`src/pkg/umx_pkg.sv`:
```
// constants and types shared by the multidrop uart extension
package umx_pkg;
    // register byte addresses (low 8 bits of haddr)
    localparam logic [7:0] ADDR_CTRL  = 8'hAC;
    localparam logic [7:0] ADDR_DRVEN = 8'hB0;
    localparam logic [7:0] ADDR_REN   = 8'hB4;
    localparam logic [7:0] ADDR_DRVT  = 8'hB8;
    localparam logic [7:0] ADDR_TURN  = 8'hBC;
    localparam logic [7:0] ADDR_FRAC  = 8'hC0;
    localparam logic [7:0] ADDR_MADR  = 8'hC4;
    localparam logic [7:0] ADDR_TADR  = 8'hC8;
    localparam logic [7:0] ADDR_LCX   = 8'hCC;
    localparam logic [7:0] ADDR_DIV   = 8'hD8;
    localparam logic [7:0] ADDR_STAT  = 8'hDC;
    // field positions
    localparam int CTRL_MODE_EN  = 0;
    localparam int CTRL_XFER_LSB = 3;
    localparam int DRV_LEAD_LSB  = 0;
    localparam int DRV_TAIL_LSB  = 16;
    localparam int TRN_D2L_LSB   = 0;
    localparam int TRN_L2D_LSB   = 16;
    localparam int LCX_NINE      = 0;
    localparam int LCX_MATCH     = 1;
    localparam int LCX_SEND      = 2;
    localparam int FRAC_W        = 4;
    // reset values
    localparam logic [15:0] DIV_RST  = 16'h0001;
    localparam logic [31:0] WORD_RST = 32'h0000_0000;
    // listen-to-drive gap additions by lead time
    localparam logic [18:0] GAP_ADD_LEAD0 = 19'h00003;
    localparam logic [18:0] GAP_ADD_LEAD1 = 19'h00002;
    localparam logic [18:0] GAP_ADD_LONG  = 19'h00001;
    // full duplex and half duplex transfer modes
    localparam logic [1:0] XM_FULL   = 2'h0;
    localparam logic [1:0] XM_SWITCH = 2'h2;

    typedef enum logic [2:0] {
        ST_LISTEN, ST_L2D, ST_LEAD, ST_DRIVE, ST_TAIL, ST_D2L
    } umx_dir_t;

    // one received character from the core receiver
    typedef struct packed {
        logic       valid;
        logic [8:0] data;
    } umx_char_t;

    // software visible settings
    typedef struct packed {
        logic              mode_en;
        logic [1:0]        xfer;
        logic              drv_bit;
        logic              ren_bit;
        logic [7:0]        lead;
        logic [7:0]        tail;
        logic [15:0]       d2l;
        logic [15:0]       l2d;
        logic [FRAC_W-1:0] frac;
        logic [15:0]       div;
        logic [7:0]        madr;
        logic [7:0]        tadr;
        logic              nine;
        logic              match;
        logic              send;
    } umx_regs_t;
endpackage : umx_pkg

```
`src/rtl/umx_top.sv`:
```
// multidrop uart extension: direction control, fractional baud, 9-bit addressing
//
// What this block does
// RL1 - listen enable output follows software receive bit; mode 2 holds it on in the listen state regardless of the bit
// RL2 - without multidrop option, its registers read zero
// RL3 - hold driver enable for tail time after stop
// RL4 - wait lead time after driver enable rises
// RL5 - transmit starts only after internal transmit enable
// RL6 - gap between listen drop and drive rise
// RL7 - gap adds three, two or one by lead
// RL8 - drive-to-listen gap is programmed value plus one
// RL9 - fraction over sixteen adds to integer divisor
// RL10 - without fraction option, fraction reads zero
// RL11 - address characters compared with match register
// RL12 - after match accept data until next address
// RL13 - filtering only with filter and nine-bit set
// RL14 - software keeps match address steady during reception
// RL15 - send request transmits address character from register
// RL16 - software sends data through holding register only
// RL17 - send request clears when address starts out
// RL18 - mode bit clear keeps point-to-point, enables inert
// RL19 - gaps ignored in full duplex mode zero
// RL20 - nine-bit enable widens transmit and receive characters
// RL21 - without filter every nine-bit character is stored
// RL22 - delays are down-counters ticking each serial clock
//
// Chosen here: the AHB-Lite slave port.
`timescale 1ns/10ps
module umx_top
    import umx_pkg::*;
#(
    parameter bit CFG_MULTIDROP_PRESENT = 1'b1,
    parameter bit CFG_NINE_BIT_PRESENT  = 1'b1,
    parameter bit CFG_FRAC_PRESENT      = 1'b1
) (
    // clock and reset
    input  wire logic        clk_sys,
    input  wire logic        resetn,
    // ahb-lite slave
    input  wire logic        hsel,
    input  wire logic [31:0] haddr,
    input  wire logic [1:0]  htrans,
    input  wire logic        hwrite,
    input  wire logic [2:0]  hsize,
    input  wire logic [31:0] hwdata,
    input  wire logic        hready,
    output logic             hreadyout,
    output logic [31:0]      hrdata,
    output logic             hresp,
    // core transmitter side
    input  wire logic        tx_pending_in,
    input  wire logic        tx_stop_end_in,
    input  wire logic        tx_ready_in,
    output logic             tx_enable_out,
    output logic             tx_addr_go,
    output logic [8:0]       tx_addr_char,
    // core receiver side
    input  wire umx_char_t   rx_char_in,
    input  wire logic        rx_busy_in,
    output logic             rx_store,
    output logic [8:0]       rx_store_data,
    output logic             nine_bit_enable,
    // baud generator
    output logic             baud_tick,
    // line transceiver
    output logic             driver_enable_out,
    output logic             listen_enable_out
);
    // bus pipeline
    logic       wr_pend_r, wr_pend_nxt;
    logic [7:0] wr_addr_r, wr_addr_nxt;
    logic [31:0] hrdata_r, hrdata_nxt;
    logic       addr_ph;
    umx_regs_t  regs_r, regs_nxt;
    // direction control
    umx_dir_t   st_r, st_nxt;
    logic [18:0] cnt_r, cnt_nxt;
    logic       drv_r, drv_nxt, lsn_r, lsn_nxt, txen_r, txen_nxt;
    logic       go_r, go_nxt;
    logic [8:0] char_r, char_nxt;
    // baud generator
    logic [15:0] bcnt_r, bcnt_nxt;
    logic [FRAC_W-1:0] facc_r, facc_nxt;
    logic       btick_r, btick_nxt;
    // receive filter
    logic       matched_r, matched_nxt;
    logic       rxw_r, rxw_nxt;
    logic [8:0] rxd_r, rxd_nxt;
    // derived
    logic       md_on, gaps_on, filter_on, want_tx, go_cond;
    logic [18:0] gap_add;

    assign md_on     = regs_r.mode_en & CFG_MULTIDROP_PRESENT; // RL18
    assign gaps_on   = md_on && (regs_r.xfer != XM_FULL); // RL19
    assign filter_on = regs_r.match & regs_r.nine; // RL13
    assign want_tx   = tx_pending_in | (regs_r.send & regs_r.nine);
    assign go_cond   = txen_r & tx_ready_in & regs_r.send & regs_r.nine; // RL5
    assign addr_ph   = hsel & htrans[1] & hready;

    // read mux: absent options read zero, reserved bits zero
    function automatic logic [31:0] rd_word(input logic [7:0] a, input umx_regs_t r,
                                             input logic ds, input logic dv, input logic lv,
                                             input logic mt);
        logic [31:0] w;
        w = WORD_RST;
        case (a)
            ADDR_CTRL:  w = {27'h0, r.xfer, 2'h0, r.mode_en};
            ADDR_DRVEN: w = {31'h0, r.drv_bit};
            ADDR_REN:   w = {31'h0, r.ren_bit}; // RL1
            ADDR_DRVT:  w = {8'h0, r.tail, 8'h0, r.lead};
            ADDR_TURN:  w = {r.l2d, r.d2l};
            ADDR_FRAC:  w = CFG_FRAC_PRESENT ? {{(32-FRAC_W){1'b0}}, r.frac} : WORD_RST; // RL10
            ADDR_MADR:  w = {24'h0, r.madr};
            ADDR_TADR:  w = {24'h0, r.tadr};
            ADDR_LCX:   w = {29'h0, r.send, r.match, r.nine};
            ADDR_DIV:   w = {16'h0, r.div};
            ADDR_STAT:  w = {26'h0, mt, lv, dv, 2'h0, ds};
            default:    w = WORD_RST;
        endcase
        if (!CFG_MULTIDROP_PRESENT && (a == ADDR_CTRL || a == ADDR_DRVEN || a == ADDR_REN ||
                                       a == ADDR_DRVT || a == ADDR_TURN)) begin
            w = WORD_RST; // RL2
        end
        if (!CFG_NINE_BIT_PRESENT && (a == ADDR_MADR || a == ADDR_TADR || a == ADDR_LCX)) begin
            w = WORD_RST;
        end
        return w;
    endfunction : rd_word

    // bus slave and register file; zero wait states, read data sampled in address phase
    always_comb begin
        wr_pend_nxt = addr_ph & hwrite;
        wr_addr_nxt = addr_ph ? haddr[7:0] : wr_addr_r;
        hrdata_nxt  = (addr_ph && !hwrite) ?
                      rd_word(haddr[7:0], regs_r, st_r == ST_DRIVE, drv_r, lsn_r, matched_r) : hrdata_r;
        regs_nxt    = regs_r;
        if (go_r) begin
            regs_nxt.send = 1'b0; // RL17
        end
        if (wr_pend_r) begin
            case (wr_addr_r)
                ADDR_CTRL: begin
                    regs_nxt.mode_en = hwdata[CTRL_MODE_EN];
                    regs_nxt.xfer    = hwdata[CTRL_XFER_LSB +: 2];
                end
                ADDR_DRVEN: regs_nxt.drv_bit = hwdata[0];
                ADDR_REN:   regs_nxt.ren_bit = hwdata[0];
                ADDR_DRVT: begin
                    regs_nxt.lead = hwdata[DRV_LEAD_LSB +: 8];
                    regs_nxt.tail = hwdata[DRV_TAIL_LSB +: 8];
                end
                ADDR_TURN: begin
                    regs_nxt.d2l = hwdata[TRN_D2L_LSB +: 16];
                    regs_nxt.l2d = hwdata[TRN_L2D_LSB +: 16];
                end
                ADDR_FRAC: regs_nxt.frac = CFG_FRAC_PRESENT ? hwdata[FRAC_W-1:0] : regs_r.frac;
                ADDR_MADR: regs_nxt.madr = hwdata[7:0]; // RL14
                ADDR_TADR: regs_nxt.tadr = hwdata[7:0];
                ADDR_LCX: begin
                    regs_nxt.nine  = hwdata[LCX_NINE];
                    regs_nxt.match = hwdata[LCX_MATCH];
                    // a software set wins over a clear in the same cycle
                    regs_nxt.send  = hwdata[LCX_SEND] | regs_nxt.send;
                end
                ADDR_DIV: regs_nxt.div = hwdata[15:0];
                default: ;
            endcase
        end
        if (!CFG_MULTIDROP_PRESENT) begin
            regs_nxt.mode_en = 1'b0;
        end
        if (!CFG_NINE_BIT_PRESENT) begin
            regs_nxt.nine = 1'b0;
        end
    end

    always_ff @(posedge clk_sys or negedge resetn) begin
        if (!resetn) begin
            wr_pend_r <= 1'b0;
            wr_addr_r <= 8'h00;
            hrdata_r  <= WORD_RST;
            regs_r    <= '0;
            regs_r.div <= DIV_RST;
        end else begin
            wr_pend_r <= wr_pend_nxt;
            wr_addr_r <= wr_addr_nxt;
            hrdata_r  <= hrdata_nxt;
            regs_r    <= regs_nxt;
        end
    end

    // listen-to-drive gap depends on lead time
    always_comb begin
        if (regs_r.lead == 8'h00) begin
            gap_add = GAP_ADD_LEAD0; // RL7
        end else if (regs_r.lead == 8'h01) begin
            gap_add = GAP_ADD_LEAD1;
        end else begin
            gap_add = GAP_ADD_LONG;
        end
    end

    // direction sequencer; one counter, loaded at state entry, counts down each serial clock
    always_comb begin
        st_nxt   = st_r;
        cnt_nxt  = (cnt_r != 19'h0) ? cnt_r - 19'h1 : cnt_r; // RL22
        go_nxt   = 1'b0;
        char_nxt = char_r;
        case (st_r)
            ST_LISTEN: begin
                if (md_on && !gaps_on && regs_r.drv_bit) begin
                    // full duplex: no turnaround, lead time only
                    st_nxt  = (regs_r.lead == 8'h00) ? ST_DRIVE : ST_LEAD;
                    cnt_nxt = {11'h0, regs_r.lead} - 19'h1;
                end else if (gaps_on && want_tx && !rx_busy_in &&
                             (regs_r.xfer == XM_SWITCH || regs_r.drv_bit)) begin
                    st_nxt  = ST_L2D;
                    cnt_nxt = {3'h0, regs_r.l2d} + gap_add - 19'h1; // RL6
                end
            end
            ST_L2D: begin
                if (cnt_r == 19'h0) begin
                    st_nxt  = (regs_r.lead == 8'h00) ? ST_DRIVE : ST_LEAD;
                    cnt_nxt = {11'h0, regs_r.lead} - 19'h1;
                end
            end
            ST_LEAD: begin
                if (cnt_r == 19'h0) begin
                    st_nxt = ST_DRIVE; // RL4
                end
            end
            ST_DRIVE: begin
                if (!gaps_on && !regs_r.drv_bit) begin
                    st_nxt = ST_LISTEN;
                end else if (gaps_on && tx_stop_end_in && !want_tx) begin
                    st_nxt  = (regs_r.tail == 8'h00) ? ST_D2L : ST_TAIL;
                    cnt_nxt = (regs_r.tail == 8'h00) ? {3'h0, regs_r.d2l} :
                              {11'h0, regs_r.tail} - 19'h1;
                end
            end
            ST_TAIL: begin
                if (cnt_r == 19'h0) begin
                    st_nxt  = ST_D2L; // RL3
                    cnt_nxt = {3'h0, regs_r.d2l}; // RL8
                end
            end
            ST_D2L: begin
                if (cnt_r == 19'h0) begin
                    st_nxt = ST_LISTEN;
                end
            end
            default: st_nxt = ST_LISTEN;
        endcase
        if (!md_on) begin
            st_nxt = ST_LISTEN; // RL18
        end
        // outputs follow the next state so that they leave flops
        drv_nxt  = md_on && (st_nxt == ST_LEAD || st_nxt == ST_DRIVE || st_nxt == ST_TAIL);
        txen_nxt = !md_on || (st_nxt == ST_DRIVE); // RL5
        if (!md_on) begin
            lsn_nxt = 1'b0;
        end else if (!gaps_on) begin
            lsn_nxt = regs_r.ren_bit; // RL1
        end else if (st_nxt == ST_LISTEN) begin
            lsn_nxt = (regs_r.xfer == XM_SWITCH) | regs_r.ren_bit;
        end else begin
            lsn_nxt = 1'b0;
        end
        // address character issue, one pulse per request
        if (go_cond && !go_r) begin
            go_nxt   = 1'b1;
            char_nxt = {1'b1, regs_r.tadr}; // RL15
        end
    end

    always_ff @(posedge clk_sys or negedge resetn) begin
        if (!resetn) begin
            st_r   <= ST_LISTEN;
            cnt_r  <= 19'h0;
            drv_r  <= 1'b0;
            lsn_r  <= 1'b0;
            txen_r <= 1'b1;
            go_r   <= 1'b0;
            char_r <= 9'h000;
        end else begin
            st_r   <= st_nxt;
            cnt_r  <= cnt_nxt;
            drv_r  <= drv_nxt;
            lsn_r  <= lsn_nxt;
            txen_r <= txen_nxt;
            go_r   <= go_nxt;
            char_r <= char_nxt;
        end
    end

    // fractional baud: the fraction accumulates, each carry stretches one period by a cycle
    always_comb begin
        btick_nxt = 1'b0;
        bcnt_nxt  = bcnt_r - 16'h1;
        facc_nxt  = facc_r;
        if (bcnt_r <= 16'h1) begin
            btick_nxt = 1'b1;
            facc_nxt  = facc_r + regs_r.frac; // RL9
            bcnt_nxt  = regs_r.div + {15'h0, (facc_nxt < facc_r)};
        end
    end

    always_ff @(posedge clk_sys or negedge resetn) begin
        if (!resetn) begin
            bcnt_r  <= DIV_RST;
            facc_r  <= '0;
            btick_r <= 1'b0;
        end else begin
            bcnt_r  <= bcnt_nxt;
            facc_r  <= facc_nxt;
            btick_r <= btick_nxt;
        end
    end

    // receive address filter; with filtering on, address characters are not stored, matched or not
    always_comb begin
        matched_nxt = matched_r;
        rxw_nxt     = 1'b0;
        rxd_nxt     = rxd_r;
        if (rx_char_in.valid) begin
            rxd_nxt = regs_r.nine ? rx_char_in.data : {1'b0, rx_char_in.data[7:0]}; // RL20
            if (!filter_on) begin
                rxw_nxt = 1'b1; // RL21
            end else if (rx_char_in.data[8]) begin
                matched_nxt = (rx_char_in.data[7:0] == regs_r.madr); // RL11
            end else begin
                rxw_nxt = matched_r; // RL12
            end
        end
        if (!filter_on) begin
            matched_nxt = 1'b0;
        end
    end

    always_ff @(posedge clk_sys or negedge resetn) begin
        if (!resetn) begin
            matched_r <= 1'b0;
            rxw_r     <= 1'b0;
            rxd_r     <= 9'h000;
        end else begin
            matched_r <= matched_nxt;
            rxw_r     <= rxw_nxt;
            rxd_r     <= rxd_nxt;
        end
    end

    // outputs, all from flops except the tied-off hreadyout and hresp
    assign hreadyout         = 1'b1;
    assign hresp             = 1'b0;
    assign hrdata            = hrdata_r;
    assign tx_enable_out     = txen_r;
    assign tx_addr_go        = go_r;
    assign tx_addr_char      = char_r;
    assign rx_store          = rxw_r;
    assign rx_store_data     = rxd_r;
    assign nine_bit_enable   = regs_r.nine;
    assign baud_tick         = btick_r;
    assign driver_enable_out = drv_r;
    assign listen_enable_out = lsn_r;
endmodule : umx_top

```
`config.mk`:
```
export PLATFORM = sky130hd
export DESIGN_NAME = umx_top
export DESIGN_NICKNAME = d
export VERILOG_FILES = /design/src/pkg/umx_pkg.sv /design/src/rtl/umx_top.sv
export SDC_FILE = /design/constraint.sdc
export NUM_CORES = 1
export LEC_CHECK = 0
export ABC_AREA = 0
export BUFFER_PORTS_ARGS = -buffer_cell sky130_fd_sc_hd__clkbuf_2
export CORE_AREA = 2 2 147 149
export CTS_CLUSTER_SIZE = 20
export DETAILED_ROUTE_END_ITERATION = 8
export DIE_AREA = 0 0 149 151
export PLACE_DENSITY = 0.71
export SKIP_CTS_REPAIR_TIMING = 1
export SLEW_MARGIN = 10
export SYNTH_ARGS = -nofsm -noshare
export SYNTH_HDL_FRONTEND = slang
export SYNTH_SLANG_ARGS = --single-unit
```
`constraint.sdc`:
```
create_clock -name clk_sys -period 12.4 [get_ports clk_sys]
set_input_delay 2.48 -clock clk_sys [delete_from_list [all_inputs] [get_ports clk_sys]]
set_output_delay 2.48 -clock clk_sys [all_outputs]
set_load 0.005 [all_outputs]
```
Word level (Yosys, flattened, before mapping)
Cells that the tools add are included.

Reduce and logical (&&, ||, !) cells: 41. Bitwise operators: 11. Eq/ne operators: 34. $add $sub $neg: 8. $lt $le $gt $ge: 2. Multiplexer cells: 40.

Operators with widths (number): case mux 32 bit (11 select lines) (1); == test 8 bit (second input constant) (21); 2-to-1 mux 19 bit (8); case mux 19 bit (4 select lines) (1); subtractor 19 x 1 -> 19 bit (second input constant) (2); 2-to-1 mux 3 bit (9); AND reduction 2 bit (11); zero test 19 bit (1); nonzero test 19 bit (1); case mux 3 bit (6 select lines) (1); subtractor 8 x 1 -> 9 bit (second input constant) (2); adder 16 x 2 -> 17 bit (1); adder 16 x 1 -> 16 bit (1); less-or-equal comparator 16 x 1 -> 1 bit (second input constant) (1); zero test 8 bit (2); 2-to-1 mux 1 bit (16); 2-to-1 mux 16 bit (1); subtractor 16 x 1 -> 16 bit (second input constant) (1); == test 3 x 2 -> 1 bit (second input constant) (4); logical AND 1 bit (12); == test 3 bit (second input constant) (3); 2-to-1 mux 9 bit (1); bitwise AND 1 bit (8); == test 8 x 1 -> 1 bit (second input constant) (1); other kinds (12) (26).

Register bits after elaboration: 200. Bits of input ports: 88. Word-level logic and storage cells: 167.

Logic depth before layout (Yosys ltp)
Gate-level depths: netlist (run 1).

Word-level depth: 13. Depth in mapped cells: 16. Depth with buffers taken out: 14.

Worst setup path before layout (run 1)
OpenSTA, ideal clock, no wires.

Path type: input -> register. Start point: input port tx_pending_in. End point: register cnt_r[15]. Arrival time: 4203 ps. Setup slack: 8066 ps. Stages: 8. Data required time: 12270 ps. Buffers on the path: 1. Cell sequence: a21oi_1 > or4b_1 > clkbuf_1 > or3_1 > a2111o_1 > nand2_1 > a211oi_1 > a2bb2oi_1.

Word-level cells in the longest chain between the ends: 7.

RTL lines: start, declared (line umx_top.sv:51) `input wire logic tx_pending_in,`; OR 1 bit (*) (line umx_top.sv:96) `assign want_tx = tx_pending_in | (regs_r.send & regs_r.nine);`; logical AND 1 bit (3 in series) (line umx_top.sv:215) `end else if (gaps_on && want_tx && !rx_busy_in &&`; 2-to-1 mux 19 bit (line umx_top.sv:215); 2-to-1 mux 19 bit (line umx_top.sv:211) `if (md_on && !gaps_on && regs_r.drv_bit) begin`; case mux 19 bit (4 select lines) (*) (line umx_top.sv:209) `case (st_r)`; net cnt_nxt[15] (line umx_top.sv:77) `logic [18:0] cnt_r, cnt_nxt;`; end signal, assigned (line umx_top.sv:287) `cnt_r <= cnt_nxt;`; end, declared (line umx_top.sv:77).

The timed path passes the listed nets; every way through them passes the cells marked *. A chain may end at the register's enable or synchronous reset.

Final worst setup path (run 1)
Start point: input port hsel. End point: register hrdata_r[3], in the netlist hrdata[3].

Word-level cells in the longest chain between the ends: 3.

RTL lines: start, declared (line umx_top.sv:40) `input wire logic hsel,`; bitwise AND 1 bit (2 in series) (line umx_top.sv:98) `assign addr_ph = hsel & htrans[1] & hready;`; logical AND 1 bit (line umx_top.sv:134) `hrdata_nxt = (addr_ph && !hwrite) ?`; end signal, assigned (line umx_top.sv:187) `hrdata_r <= hrdata_nxt;`; end, declared (line umx_top.sv:72) `logic [31:0] hrdata_r, hrdata_nxt;`.

No other way between the ends.

==> impl_metrics.py, run 1 <==
metrics = {
    "cells_and_area": {
        "drive_gt1_frac": 0.212,
        "num_antenna_cells": 0,
        "register_area_um2": 5010,
        "fillers": 1797,
        "num-nets-final": 1360,
        "syn_to_final_growth_pct": 12.4,
        "multi_input_area_um2": 5920,
        "layoutNonFillerInstCount": 1541,
    },
    "detailed_routing": {
        "antenna_left": 0,
        "drt_wl_total_mm": 30.1,
        "drtIter0Drc": 723,
        "first_pass_iters": 5,
        "avgRoutedWirePerCell_um": 19.5,
        "routed_via_density": 6.05,
        "via_count": 9318,
        "drc": 0,
    },
    "synthesis": {
        "synth_edf_count": 0,
        "netlist_top_cells_area": "dfrtp_1 (44%), mux2_2 (9.3%), nand2_1 (4.9%)",
        "async_reset_ff_frac": 1.00,
        "synthTopCellsByCount": "dfrtp_1 (197), nand2_1 (148), mux2_2 (93), nor2_1 (71), a21oi_1 (66)",
        "yosysUniqueCellTypes": 82,
        "netlist.top_cell.by_area": "dfrtp_1",
        "synth_seq_cells": 200,
        "synth.top_cell.area_share": 0.437,
        "ys_warn_count": 0,
        "synthFlopType": "dfrtp_1",
        "synth_nets": 1273,
        "avgSynthCellArea_um2": 9.67,
        "seq_area_frac_synth": 0.444,
        "synthCells": 1166,
        "synth.most_common_cell": "dfrtp_1",
        "synth_area_um2": 11300,
    },
    "worst_setup_path": {
        "critPathKind": "in -> reg",
        "arrival_ns": 4.99,
        "startpoint_type": "primary input",
        "crit_slowest_cell": "or2_1",
        "r2r_setup_slack_ns": 7.78,
        "worstPathCellList": "clkbuf_2 > nand3_1 > nand2b_2 > or2_1 > a21oi_1 > a21o_1",
        "critPathRequiredTime_ns": 12.74,
        "worstPathMaxFanout": 41,
        "max_stage_delay_ns": 0.91,
        "end_kind": "register",
    },
    "cts": {
        "clk_path_buf_depth": 2,
        "cts-buffers-inserted": 17,
        "clkLatencyLatePin_ns": 0.45,
        "clkTransAtPathRegs_ns": 0.09,
        "cts_tree": "built",
        "htreeDepth": 4,
        "cts_root_buf": "clkbuf_16",
        "clock_sinks": 200,
    },
    "grt": {
        "antenna_found_initial": 0,
        "grtUsageTotal": 0.276,
        "grt_pass1_vias": 9098,
        "grt_pass1_wl_mm": 48.3,
        "grt_overflow": 0,
        "grt_max_degree": 121,
    },
    "floorplanning": {
        "die-width_um": 149,
        "core_um2": 20800,
        "ios": 147,
        "die-area_um2": 22500,
        "fp.dieH_um": 151,
        "rows": 53,
        "initial_core_util": 0.542,
    },
    "flow_run": {
        "maxCapViolCount": 0,
    },
    "place": {
        "port_buffers": 116,
        "dp.cells": 1509,
        "dp_hpwl_mm": 21.4,
        "gp_congestion": 0.906,
    },
    "sta": {
        "fin_crit_ns": 4.65,
        "drv_slew": 0,
        "finalSetupViolCount": 0,
        "rsz0062_at_grt": "no",
        "finClkSkew_ns": 0.0145,
        "fin_crit_sh": 0.375,
        "fin_setup_tns_ns": 0,
        "clock.fmax_ghz": 0.215,
        "final-hold-violation-count": 0,
        "max_slew_margin": 0.188,
        "worst_pin_slew_ns": 1.22,
    },
    "power": {
        "leakage_uw": 0.00555,
        "peakVddDrop_v": 0.0000975,
        "power_density_nw_per_um2": 124,
    },
    "outcome": {
        "status": "finished, final reports clean",
    },
    "hold_path": {
        "hold_class": "reg -> reg",
    },
}
[cells by family after synthesis]
logic type,share of synthesized area
buf+inv,0.0313
mux,0.117
fa+ha+maj,0.0234
simple gates,0.170
flops,0.444
other cells,0.000666
xor+xnor,0.0606
compound gates,0.153
[report_power, final]
group | leakage (µW) | total [µW] | switching, µW | internal [µW]
Clock | 0.000309 | 594 | 295 | 299
Combinational | 0.00273 | 214 | 118 | 95.8
Sequential | 0.00251 | 767 | 60.0 | 707
Total | 0.00555 | 1570 | 473 | 1100
[routing by layer]
metal | wire, µm | GRT usage
met5 | 0 | 0
met4 | 680 | 0.0857
met3 | 1810 | 0.0491
met2 | 14200 | 0.441
met1 | 13500 | 0.384
[through the flow]
step / hold slack, ns / area (µm²) / setup slack, ns / util / total power, µW
floorplan: 0.450 / 11300 / 8.07 / - / 914
global placement: 0.450 / 12000 / 7.37 / 0.578 / 983
detailed placement: 0.458 / 12000 / 7.29 / 0.578 / 989
CTS: 0.481 / 12700 / 7.75 / 0.609 / 1580
global route: 0.487 / 12700 / 7.49 / 0.609 / 1650
finish: 0.478 / 12700 / 7.75 / 0.609 / 1570
[layout by cell type, fill, tap and decap left out, drive strengths merged, types with 11 or more instances in the layout]
cell type	n
a22oi	29
mux2	108
a21o	12
inv	39
nor2b	11
ha	17
dfrtp	197
or3	11
o21ai	76
a21oi	66
clkbuf	133
nand2b	12
nand2	148
a221oi	14
nor3	37
nor2	72
nand3	36
and3	14
xnor2	51
xor2	27
[critical path, delay by kind of cell]
kind / cells / cell delay [ns]
and+or+nand+nor: 3 / 2.04
AOI/OAI and AO/OA: 2 / 0.37
buffers and inverters: 1 / 0.08
[final cells by class]
| cell class | count | area share |
|---|---|---|
| clock buffers | 17 | 0.0336 |
| flip-flops and latches | 200 | 0.395 |
| well taps | 275 | 0.0271 |
| repair buffers | 124 | 0.0512 |
| inverters | 31 | 0.00918 |
| multi-input cells | 879 | 0.467 |
| clock inverters | 15 | 0.0168 |
[path summary, 6_finish.rpt]
path,cells past startpoint,to,start
max reg2reg,13,cnt_r[14]$_DFF_PN0_,regs_r[83]$_DFFE_PN0P_
min,1,tx_addr_char[8]$_DFFE_PN0P_,tx_addr_char[8]$_DFFE_PN0P_
max,6,hrdata[3]$_DFFE_PN0P_,hsel
max in group asynchronous,2,regs_r[6]$_DFFE_PN0P_,resetn
min reg2reg,1,tx_addr_char[8]$_DFFE_PN0P_,tx_addr_char[8]$_DFFE_PN0P_
min in group asynchronous,1,hrdata[22]$_DFFE_PN0P_,resetn
[sequential cells by signal, indices dropped and copies added, names as in the netlist, 3 cells and up]
register       count
rx_store_data      9
bcnt_r            16
st_r               3
wr_addr_r          8
hrdata            32
tx_addr_char       9
facc_r             4
regs_r            90
cnt_r             19
No activity file was read; power rests on OpenSTA's default activity.
==> run 2, diff against run 1 <==
==> constraint.sdc (replaced) <==
create_clock -name clk_sys -period 4.6 [get_ports clk_sys]
set_input_delay 0.92 -clock clk_sys [delete_from_list [all_inputs] [get_ports clk_sys]]
set_output_delay 0.92 -clock clk_sys [all_outputs]
set_load 0.005 [all_outputs]
==> impl_metrics.py, run 2 (same netlist as run 1, synthesis figures left out) <==
metrics = {
    "power": {
        "power_density_nw_per_um2": 331,
        "leakage_uw": 0.00557,
        "peakVddDrop_v": 0.000272,
    },
    "cts": {
        "clkTransAtPathRegs_ns": 0.09,
        "cts_root_buf": "clkbuf_16",
        "cts_tree": "built",
        "clk_path_buf_depth": 2,
        "clock_sinks": 200,
        "cts-buffers-inserted": 17,
        "htreeDepth": 4,
        "clkLatencyLatePin_ns": 0.45,
    },
    "sta": {
        "fin_crit_sh": 0.953,
        "final-hold-violation-count": 0,
        "fin_crit_ns": 4.39,
        "finClkSkew_ns": 0.0160,
        "fin_setup_tns_ns": 0,
        "drv_slew": 0,
        "worst_slack_ns": 0.215,
        "max_slew_margin": 0.224,
        "clock.fmax_ghz": 0.228,
        "finalSetupViolCount": 0,
        "worst_pin_slew_ns": 1.16,
        "rsz0062_at_grt": "no",
    },
    "floorplanning": {
        "core_um2": 20800,
        "die-area_um2": 22500,
        "fp.dieH_um": 151,
        "initial_core_util": 0.542,
        "die-width_um": 149,
        "ios": 147,
        "rows": 53,
    },
    "cells_and_area": {
        "num-nets-final": 1366,
        "layout_commonest_cell": "dfrtp_1",
        "largest_register_ffs": 90,
        "syn_to_final_growth_pct": 13.0,
        "layout_common_cells": "dfrtp_1 (197), nand2_1 (148), clkbuf_2 (115)",
        "layoutNonFillerInstCount": 1547,
        "regMostFlops": "regs_r",
        "fillers": 1798,
        "drive_gt1_frac": 0.216,
        "num_antenna_cells": 0,
        "fin_util": 0.612,
    },
    "worst_setup_path": {
        "worstPathMaxFanout": 9,
        "end_kind": "register",
        "max_stage_delay_ns": 0.59,
        "crit_slowest_cell": "or4_1",
        "critPathKind": "reg -> reg",
        "worstPathCellList": "or4_1 > nor3_2 > nand3b_1 > ha_1 > inv_1 > fa_1 > and3b_1 > a2111oi_1 > a211oi_1 > or4_4 > xnor2_1 > a221oi_1 > a2111o_1",
        "arrival_ns": 4.72,
        "startpoint_type": "register",
        "critPathRequiredTime_ns": 4.93,
    },
    "detailed_routing": {
        "drt_wl_total_mm": 29.8,
        "first_pass_iters": 6,
        "avgRoutedWirePerCell_um": 19.3,
        "via_count": 9361,
        "drc": 0,
        "antenna_left": 0,
        "routed_via_density": 6.05,
        "drtIter0Drc": 694,
    },
    "grt": {
        "grtUsageTotal": 0.272,
        "grt_overflow": 0,
        "antenna_found_initial": 0,
        "grt_max_degree": 116,
        "grt_pass1_wl_mm": 47.9,
        "grt_pass1_vias": 9193,
    },
    "flow_run": {
        "maxCapViolCount": 0,
    },
    "place": {
        "place_worst_setup_slack_ns": 0.194,
        "dp.cells": 1515,
        "gp_congestion": 0.944,
        "port_buffers": 116,
        "dp_hpwl_mm": 21.7,
    },
    "hold_path": {
        "hold_class": "reg -> reg",
    },
    "outcome": {
        "status": "finished, final reports clean",
    },
}
[run 2: cell count changes in the layout (fill, tap and decap cells not counted), sizes merged]
cell and delta:
clkinvlp +1, clkinv +2, bufinv -1, buf +6, inv -2
[run 2: layout make-up]
type	count	area (µm²)	area share
clock inverters	15	211	0.0166
well taps	275	344	0.0270
flip-flops and latches	200	5010	0.393
repair buffers	130	707	0.0555
multi-input cells	879	5930	0.465
inverters	31	116	0.00913
clock buffers	17	425	0.0334
[run 2: final timing paths]
path	slack, ns	end	cells after the start	start
worst max-delay path	0.21	cnt_r[14]$_DFF_PN0_	13	regs_r[83]$_DFFE_PN0P_
worst min-delay path	0.48	tx_addr_char[8]$_DFFE_PN0P_	1	tx_addr_char[8]$_DFFE_PN0P_
worst max register to register	0.21	cnt_r[14]$_DFF_PN0_	13	regs_r[83]$_DFFE_PN0P_
worst min register to register	0.48	tx_addr_char[8]$_DFFE_PN0P_	1	tx_addr_char[8]$_DFFE_PN0P_
max in group asynchronous	3.14	hrdata[18]$_DFFE_PN0P_	2	resetn
min in group asynchronous	0.56	regs_r[46]$_DFFE_PN0P_	1	resetn
[run 2: report_power, final]
group          switching (µW)  internal, µW
clock                     814           759
sequential                160          1900
combinational             324           261
total                    1300          2920
[run 2: layer usage]
layer / wire length, µm / part of all wire / GRT usage / vias up
met2: 14000 / 0.47 / 0.444 / 316
met4: 682 / 0.023 / 0.0886 / 0
met3: 1670 / 0.056 / 0.0398 / 51
met5: 0 / 0 / 0 / -
met1: 13400 / 0.45 / 0.375 / 4605
li1: - / - / - / 4389
[run 2: metrics by stage]
step	hold slack, ns	total power [µW]	instance area [µm²]
after CTS	0.479	4240	12700
after global placement	0.451	2650	12100
after floorplan	0.450	2460	11300
after detailed placement	0.456	2670	12100
after global routing	0.486	4400	12700
final	0.477	4220	12700
[run 2: worst max-delay path: cells and delay by family (launching register included)]
family	cells	cell delay, ns
buffers and inverters	1	0.08
xor gates and xnor gates	1	0.21
and+or+nand+nor	5	1.84
adders and majority gates	2	0.61
DFF	1	0.43
AOI/OAI and AO/OA	4	1.10
